**src/ept_consts.svh**
```systemverilog
// Register offsets, reset values and bus codes of the eight-channel PWM timer.
// Assumes byte addressing on a 32-bit AXI4-Lite slave port.
`ifndef EPT_CONSTS_SVH
`define EPT_CONSTS_SVH
`define EPT_ENABLE_OFF 8'h00
`define EPT_POL_OFF 8'h04
`define EPT_ALIGN_OFF 8'h08
`define EPT_CAT_OFF 8'h0c
`define EPT_PCM_OFF 8'h10
`define EPT_PER_OFF 8'h20
`define EPT_DUTY_OFF 8'h40
`define EPT_CNT_OFF 8'h60
`define EPT_REGION_CTRL 2'h0
`define EPT_REGION_PER 2'h1
`define EPT_REGION_DUTY 2'h2
`define EPT_REGION_CNT 2'h3
`define EPT_POL_RST 8'hff
`define EPT_RESP_OKAY 2'b00
`define EPT_RESP_SLVERR 2'b10
`endif

```
**src/ept_pkg.sv**
```systemverilog
// Types of the eight-channel PWM timer: bus carriers, channel step result, module state.
// Assumes ept_consts.svh supplies the numeric constants.
package ept_pkg;
	typedef struct packed {
		logic [31:0] awaddr;
		logic awvalid;
		logic [31:0] wdata;
		logic [3:0] wstrb;
		logic wvalid;
		logic bready;
		logic [31:0] araddr;
		logic arvalid;
		logic rready;
	} ept_axi_req_t;
	typedef struct packed {
		logic awready;
		logic wready;
		logic bvalid;
		logic [1:0] bresp;
		logic arready;
		logic rvalid;
		logic [31:0] rdata;
		logic [1:0] rresp;
	} ept_axi_rsp_t;
	typedef struct packed {
		logic [15:0] cnt;
		logic dir;
		logic act;
	} ept_step_t;
	typedef struct packed {
		logic [7:0] en;
		logic [7:0] pol;
		logic [7:0] cen;
		logic [7:0] pcm;
		logic [3:0] cat;
		logic [7:0][7:0] per;
		logic [7:0][7:0] duty;
		logic [7:0][7:0] cnt;
		logic [7:0] dir;
		logic [7:0] out;
		logic aw_got;
		logic w_got;
		logic [31:0] awaddr;
		logic [31:0] wdata;
		logic [3:0] wstrb;
		logic bvalid;
		logic [1:0] bresp;
		logic rvalid;
		logic [1:0] rresp;
		logic [31:0] rdata;
	} ept_state_t;
endpackage

```
**src/ept_pwm_timer.sv**
```systemverilog
// Eight-channel PWM timer with AXI4-Lite register slave and eight output pins.
// Assumes one 125 MHz clock, synchronous active-low reset, pins driven straight from flops.
//
// Added by the designer: the AXI4-Lite register port and the register offsets.
`include "ept_consts.svh"

// Functional notes
// - Eight channels, each with its own 8-bit counter and its own software period and duty.
// - Each channel runs on its own and its duty reaches from never active to always active.
// - A channel can run in PCM mode instead of plain pulse-width modulation.
// - Software picks the active level of each output, inverting the waveform.
// - Each channel is either left aligned to the period start or centred in the period.
// - Pairs 7/6, 5/4, 3/2 and 1/0 can each be joined into one 16-bit channel.
module ept_pwm_timer #(
	parameter int CHANNELS = 8
) (
	input wire logic aclk,
	input wire logic aresetn,
	input wire ept_pkg::ept_axi_req_t s_axi_req,
	output ept_pkg::ept_axi_rsp_t s_axi_rsp,
	output logic [7:0] pwm_out
);

	ept_pkg::ept_state_t s_reg;
	ept_pkg::ept_state_t s_next;

	// Packed state and register map are laid out for exactly eight channels
	if (CHANNELS != 8) begin : param_check_g
		$error("Only eight channels are supported");
	end

	// One cycle of one channel, 8-bit values arrive zero-extended
	function automatic ept_pkg::ept_step_t chan_step(input logic en, input logic cen, input logic pcm,
			input logic dir, input logic [15:0] p, input logic [15:0] d, input logic [15:0] c);
		logic [16:0] sum;
		logic [16:0] inc;
		ept_pkg::ept_step_t r;
		sum = {1'b0, c} + {1'b0, d};
		inc = {1'b0, c} + 17'h00001;
		r.cnt = c;
		r.dir = dir;
		r.act = 1'b0;
		if (!en) begin
			r.cnt = 16'h0000;
			r.dir = 1'b0;
		end else if (pcm) begin
			// First-order noise shaping: density of active cycles is duty over period
			if (d == 16'h0000) begin
				r.cnt = 16'h0000;
			end else if (d >= p) begin
				r.cnt = 16'h0000;
				r.act = 1'b1;
			end else if (sum >= {1'b0, p}) begin
				r.cnt = 16'(sum - {1'b0, p});
				r.act = 1'b1;
			end else begin
				r.cnt = sum[15:0];
			end
		end else begin
			if (d == 16'h0000) begin
				r.act = 1'b0;
			end else if (d >= p) begin
				r.act = 1'b1;
			end else if (cen) begin
				r.act = sum > {1'b0, p};
			end else begin
				r.act = c < d;
			end
			if (!cen) begin
				r.cnt = (inc >= {1'b0, p}) ? 16'h0000 : inc[15:0];
				r.dir = 1'b0;
			end else if (!dir) begin
				if (c >= p) begin
					r.dir = 1'b1;
					r.cnt = (c == 16'h0000) ? 16'h0000 : 16'(c - 16'h0001);
				end else begin
					r.cnt = inc[15:0];
				end
			end else begin
				if (c == 16'h0000) begin
					r.dir = 1'b0;
					r.cnt = (p == 16'h0000) ? 16'h0000 : 16'h0001;
				end else begin
					r.cnt = 16'(c - 16'h0001);
				end
			end
		end
		return r;
	endfunction

	always_comb begin
		ept_pkg::ept_step_t st;
		ept_pkg::ept_step_t sh;
		logic [7:0] act;
		logic [7:0] wa;
		logic [7:0] ra;
		logic wok;
		logic rok;
		logic [31:0] rd;
		int lo;
		int hi;
		st = '0;
		sh = '0;
		act = 8'h00;
		wa = s_reg.awaddr[7:0];
		ra = s_axi_req.araddr[7:0];
		wok = 1'b0;
		rok = 1'b0;
		rd = 32'h00000000;
		lo = 0;
		hi = 0;
		s_next = s_reg;

		for (int p = 0; p < CHANNELS / 2; p++) begin
			lo = 2 * p;
			hi = 2 * p + 1;
			if (s_reg.cat[p]) begin
				// Joined pair: high channel holds the upper byte and owns the pin
				sh = chan_step(s_reg.en[hi], s_reg.cen[hi], s_reg.pcm[hi], s_reg.dir[hi],
					{s_reg.per[hi], s_reg.per[lo]}, {s_reg.duty[hi], s_reg.duty[lo]},
					{s_reg.cnt[hi], s_reg.cnt[lo]});
				s_next.cnt[hi] = sh.cnt[15:8];
				s_next.cnt[lo] = sh.cnt[7:0];
				s_next.dir[hi] = sh.dir;
				s_next.dir[lo] = 1'b0;
				act[hi] = sh.act;
				act[lo] = 1'b0;
			end else begin
				st = chan_step(s_reg.en[lo], s_reg.cen[lo], s_reg.pcm[lo], s_reg.dir[lo],
					{8'h00, s_reg.per[lo]}, {8'h00, s_reg.duty[lo]}, {8'h00, s_reg.cnt[lo]});
				s_next.cnt[lo] = st.cnt[7:0];
				s_next.dir[lo] = st.dir;
				act[lo] = st.act;
				sh = chan_step(s_reg.en[hi], s_reg.cen[hi], s_reg.pcm[hi], s_reg.dir[hi],
					{8'h00, s_reg.per[hi]}, {8'h00, s_reg.duty[hi]}, {8'h00, s_reg.cnt[hi]});
				s_next.cnt[hi] = sh.cnt[7:0];
				s_next.dir[hi] = sh.dir;
				act[hi] = sh.act;
			end
		end
		s_next.out = ~(act ^ s_reg.pol);

		// Write address and data are taken independently, then committed together
		if (s_axi_req.awvalid && !s_reg.aw_got && !s_reg.bvalid) begin
			s_next.aw_got = 1'b1;
			s_next.awaddr = s_axi_req.awaddr;
		end
		if (s_axi_req.wvalid && !s_reg.w_got && !s_reg.bvalid) begin
			s_next.w_got = 1'b1;
			s_next.wdata = s_axi_req.wdata;
			s_next.wstrb = s_axi_req.wstrb;
		end
		if (s_reg.aw_got && s_reg.w_got) begin
			wok = (s_reg.awaddr[31:7] == 25'h0000000) && (wa[1:0] == 2'b00);
			if (wok) begin
				unique case (wa[6:5])
					`EPT_REGION_CTRL: begin
						wok = (wa[4:0] <= `EPT_PCM_OFF);
						if (s_reg.wstrb[0]) begin
							if (wa == `EPT_ENABLE_OFF) s_next.en = s_reg.wdata[7:0];
							if (wa == `EPT_POL_OFF) s_next.pol = s_reg.wdata[7:0];
							if (wa == `EPT_ALIGN_OFF) s_next.cen = s_reg.wdata[7:0];
							if (wa == `EPT_CAT_OFF) s_next.cat = s_reg.wdata[3:0];
							if (wa == `EPT_PCM_OFF) s_next.pcm = s_reg.wdata[7:0];
						end
					end
					`EPT_REGION_PER: if (s_reg.wstrb[0]) s_next.per[wa[4:2]] = s_reg.wdata[7:0];
					`EPT_REGION_DUTY: if (s_reg.wstrb[0]) s_next.duty[wa[4:2]] = s_reg.wdata[7:0];
					`EPT_REGION_CNT: wok = 1'b0;
				endcase
			end
			s_next.aw_got = 1'b0;
			s_next.w_got = 1'b0;
			s_next.bvalid = 1'b1;
			s_next.bresp = wok ? `EPT_RESP_OKAY : `EPT_RESP_SLVERR;
		end
		if (s_reg.bvalid && s_axi_req.bready) begin
			s_next.bvalid = 1'b0;
		end

		if (s_reg.rvalid && s_axi_req.rready) begin
			s_next.rvalid = 1'b0;
		end
		if (s_axi_req.arvalid && !s_reg.rvalid) begin
			rok = (s_axi_req.araddr[31:7] == 25'h0000000) && (ra[1:0] == 2'b00);
			unique case (ra[6:5])
				`EPT_REGION_CTRL: begin
					rok = rok && (ra[4:0] <= `EPT_PCM_OFF);
					if (ra == `EPT_ENABLE_OFF) rd = {24'h000000, s_reg.en};
					if (ra == `EPT_POL_OFF) rd = {24'h000000, s_reg.pol};
					if (ra == `EPT_ALIGN_OFF) rd = {24'h000000, s_reg.cen};
					if (ra == `EPT_CAT_OFF) rd = {28'h0000000, s_reg.cat};
					if (ra == `EPT_PCM_OFF) rd = {24'h000000, s_reg.pcm};
				end
				`EPT_REGION_PER: rd = {24'h000000, s_reg.per[ra[4:2]]};
				`EPT_REGION_DUTY: rd = {24'h000000, s_reg.duty[ra[4:2]]};
				`EPT_REGION_CNT: rd = {24'h000000, s_reg.cnt[ra[4:2]]};
			endcase
			s_next.rvalid = 1'b1;
			s_next.rdata = rok ? rd : 32'h00000000;
			s_next.rresp = rok ? `EPT_RESP_OKAY : `EPT_RESP_SLVERR;
		end

		if (!aresetn) begin
			s_next = '0;
			s_next.pol = `EPT_POL_RST;
		end
	end

	always_ff @(posedge aclk) begin
		s_reg <= s_next;
	end

	assign pwm_out = s_reg.out;
	assign s_axi_rsp.awready = !s_reg.aw_got && !s_reg.bvalid;
	assign s_axi_rsp.wready = !s_reg.w_got && !s_reg.bvalid;
	assign s_axi_rsp.bvalid = s_reg.bvalid;
	assign s_axi_rsp.bresp = s_reg.bresp;
	assign s_axi_rsp.arready = !s_reg.rvalid;
	assign s_axi_rsp.rvalid = s_reg.rvalid;
	assign s_axi_rsp.rdata = s_reg.rdata;
	assign s_axi_rsp.rresp = s_reg.rresp;

	logic plain0;
	logic plain2;
	assign plain0 = s_reg.en[0] && !s_reg.pcm[0] && !s_reg.cat[0];
	assign plain2 = s_reg.en[2] && !s_reg.pcm[2] && !s_reg.cen[2] && !s_reg.cat[1];
endmodule // ept_pwm_timer

```
**config.mk**
```make
export PLATFORM = sky130hd
export DESIGN_NAME = ept_pwm_timer
export DESIGN_NICKNAME = d
export VERILOG_FILES = /design/src/ept_pkg.sv /design/src/ept_pwm_timer.sv
export VERILOG_INCLUDE_DIRS = /design/src
export SDC_FILE = /design/constraint.sdc
export NUM_CORES = 2
export LEC_CHECK = 0
export ABC_AREA = 1
export BUFFER_PORTS_ARGS = -buffer_cell sky130_fd_sc_hd__buf_2
export CAP_MARGIN = 20
export CORE_MARGIN = 1.5
export CORE_UTILIZATION = 59
export DETAILED_ROUTE_END_ITERATION = 10
export PLACE_DENSITY = 0.84
export RECOVER_POWER = 25
export SLEW_MARGIN = 20
export SYNTH_ARGS = -nofsm -noshare
export SYNTH_HDL_FRONTEND = slang
export SYNTH_SLANG_ARGS = --single-unit
```
**constraint.sdc**
```tcl
create_clock -name aclk -period 3.8 [get_ports aclk]
set_clock_uncertainty 0.1 [all_clocks]
set_input_delay 0.76 -clock aclk [delete_from_list [all_inputs] [get_ports aclk]]
set_output_delay 0.76 -clock aclk [all_outputs]
set_load 0.02 [all_outputs]
```
==> out/metrics.cfg <==
[run_status]
outcome = complete, but fails checks
violations = negative setup slack

[final_layout]
drive_gt1_frac = 0.178
largest_reg_flops = 279
final_core_util = 0.723
fin_nets = 7009
area_growth_pct = 21.4

[clock_network]
cts-buffers-inserted = 38
clk_pin_slew_ns = 0.07
clock_path_buffers = 3
clkSinkCount = 299
cts_tree = built
insertion_delay_ns = 0.59
cts_root_buffer = clkbuf_16
htree_levels = 2

[synthesis]
synth-main-ff-cell = dfxtp_1
synthDistinctLibCells = 63
netlist_instances = 5922
yosysWarnings = 0
ys_seq_area_frac = 0.160
synth.avg_cell_area_um2 = 6.32
synth_area_mm2 = 0.0374
synth.top_cell.area_share = 0.160
yosys_register_bits = 299
synthTopCellsByArea = ha_1 16%, dfxtp_1 16%, nand2_1 12%
synthArstFlopShare = 0
yosys.area.top_type = ha_1
synth_edf_count = 0

[critical_path]
reg2reg_from = s_reg[242]
worstSetupEndpoint = s_reg[174]
end_kind = register
r2r_slack_ns = -0.11
cp.arrival_ns = 4.29
crit_type = reg2reg
r2r_cells = 25
worstPathRequired_ns = 4.18
cp-start-kind = register
path_max_fanout = 6
critPathLaunch = s_reg[242]
reg2reg_to = s_reg[174]

[floorplanning]
coreArea_mm2 = 0.0629
row_count = 92
die_x_um = 255
io_pins = 156
design.die.area_mm2 = 0.0650
start_util = 0.596
dieHeight_um = 255

[sta]
drv_slew = 0
min_period_ns = 3.91
tns_ns = -0.828
relSlewSlack = 0.175
setup_viol = 11
tightest_slew_ns = 1.24
setup_slack_ns = -0.111
hold_viol_final = 0
grt_setup_unrepaired = yes
fin_crit_sh = 1.03
timing.fmax_mhz = 256

[detailed_routing]
vias_per_cell = 6.27
drcViolationCount = 0
ant_nets = 0
routedWlPerCell_um = 21.8
num_vias = 45700
routed_wl_mm = 159
dr.pass1.iters = 9
drtIter0Drc = 6504

[global_routing]
antenna_found_initial = 10
grt_pass1_vias = 40900
track_usage = 0.457
overflow = 0
grt_pass1_wl_mm = 231
grt_max_degree = 126

[placed_design]
io_buffer_count = 102
hpwl_mm = 120
gp_congestion = 1.07

[hold_path]
worstHoldPathType = in2reg

[power_and_ir_drop]
ir_worst_vdd_mv = 0.350
p_leak_nw = 23.3
power_density_mw_per_mm2 = 173

[flow_run]
max_cap_violations = 0

-- cell usage in the layout (no fill, tap or decap), drive strengths merged, types with 35 or more instances in the layout --
master	n
xor2	211
a31oi	35
nand2	1158
ha	480
a21oi	619
o211ai	134
o22ai	93
nand4	105
nor2	463
dfxtp	299
nor4	40
nand3	340
buf	627
nor3	59
xnor2	54
clkbuf	80
inv	782
o21ai	615
-- critical path, stage by stage (launching register included) --
cell and delay [ns]:
dfxtp_1 0.33, buf_4 0.16, ha_1 0.20, o21bai_1 0.19
a21oi_2 0.14, nand2_2 0.10, nand2_2 0.09, nand2_2 0.06
buf_6 0.12, a21oi_2 0.14, xor2_1 0.26, inv_1 0.12
ha_4 0.18, a21oi_2 0.16, inv_2 0.06, a21oi_2 0.17
nand4_1 0.15, nand2_2 0.13, nand2_4 0.09, buf_12 0.14
buf_12 0.12, nand2_2 0.05, o21ai_2 0.05, o21ai_1 0.14
nand3_1 0.13, a21oi_2 0.22
-- synthesized netlist by cell type, types with 15 or more instances --
| master | n |
|---|---|
| buf_4 | 62 |
| ha_1 | 480 |
| a21oi_1 | 611 |
| nor3_1 | 50 |
| o21ai_1 | 21 |
| o211ai_1 | 134 |
| nand2_1 | 1150 |
| o22ai_1 | 93 |
| xnor2_1 | 54 |
| o311ai_0 | 19 |
| o21ai_0 | 593 |
| a31oi_1 | 35 |
| fa_1 | 16 |
| nor2_1 | 448 |
| xor2_1 | 211 |
| o21bai_1 | 15 |
| dfxtp_1 | 299 |
| o221ai_1 | 21 |
| o21a_1 | 26 |
| clkbuf_1 | 116 |
| inv_1 | 762 |
| nand3_1 | 332 |
| o2111ai_1 | 18 |
| nand4_1 | 101 |
| buf_2 | 41 |
| nor4_1 | 38 |
-- through the flow --
step / power (mW) / hold WS, ns / setup slack, ns / cells / area (um2)
final: 7.87 / 0.283 / -0.111 / 7286 / 45500
after global routing: 7.99 / 0.293 / -0.220 / 7281 / 45400
after CTS: 7.81 / 0.266 / -0.0217 / 7227 / 43200
after detailed placement: 3.82 / 0.339 / -0.159 / 7144 / 41600
after global placement: 3.81 / 0.332 / -0.0193 / 7144 / 41600
after floorplan: 3.62 / 0.322 / 0.224 / 5947 / 37500
-- power breakdown --
part           leakage, nW  switching, mW  internal, mW
Clock                0.677           1.67          2.41
Combinational         20.2          0.407         0.141
Sequential            2.44         0.0571          3.18
Total                 23.3           2.14          5.73
-- routing by layer --
| layer | GRT usage | vias up | routed length (um) |
|---|---|---|---|
| li1 | - | 21100 | - |
| met1 | 0.602 | 20800 | 61800 |
| met2 | 0.687 | 3144 | 66500 |
| met3 | 0.119 | 651 | 21100 |
| met4 | 0.234 | 12 | 9770 |
| met5 | 0 | - | 72 |
-- cell type report --
type,instances,area [um2]
multi-input combinational,4620,29200
fill,5265,17400
sequential,299,6050
timing repair buffer,657,4840
inverter,790,2970
clock buffer,50,1140
tap,846,1060
clock inverter,18,229
antenna,6,15.0
-- kinds of logic (layout without fill, tap and decap cells) --
family,count (synthesis),count (layout),synth area share
buffers and inverters,1028,1515,0.112
AOI/OAI and AO/OA,1638,1638,0.245
other,1,32,0.000100
DFF,299,299,0.160
adders and majority gates,496,496,0.169
xor gates and xnor gates,265,265,0.0620
and+or+nand+nor,2195,2195,0.252
-- how the worst min path moves through the flow --
stage / cells after the start / slack, ns / end / start
after floorplan: 2 / 0.32 / s_reg[94] / s_reg[94]
after global placement: 2 / 0.33 / s_reg[94] / s_reg[94]
after detailed placement: 2 / 0.34 / s_reg[94] / s_reg[94]
after CTS: 2 / 0.27 / s_axi_rsp[38] / s_axi_req[34]
after global routing: 2 / 0.29 / s_axi_rsp[38] / s_axi_req[34]
final: 2 / 0.28 / s_axi_rsp[38] / s_axi_req[34]
-- timing repair --
item                       4_1_cts  5_1_grt
resized for setup               41      457
hold buffers                     0        0
gates cloned                     1        4
setup endpoints to repair       58       72
pin swaps                       24      146
buffers inserted                14       49
No activity file was read; power rests on OpenSTA's default activity.
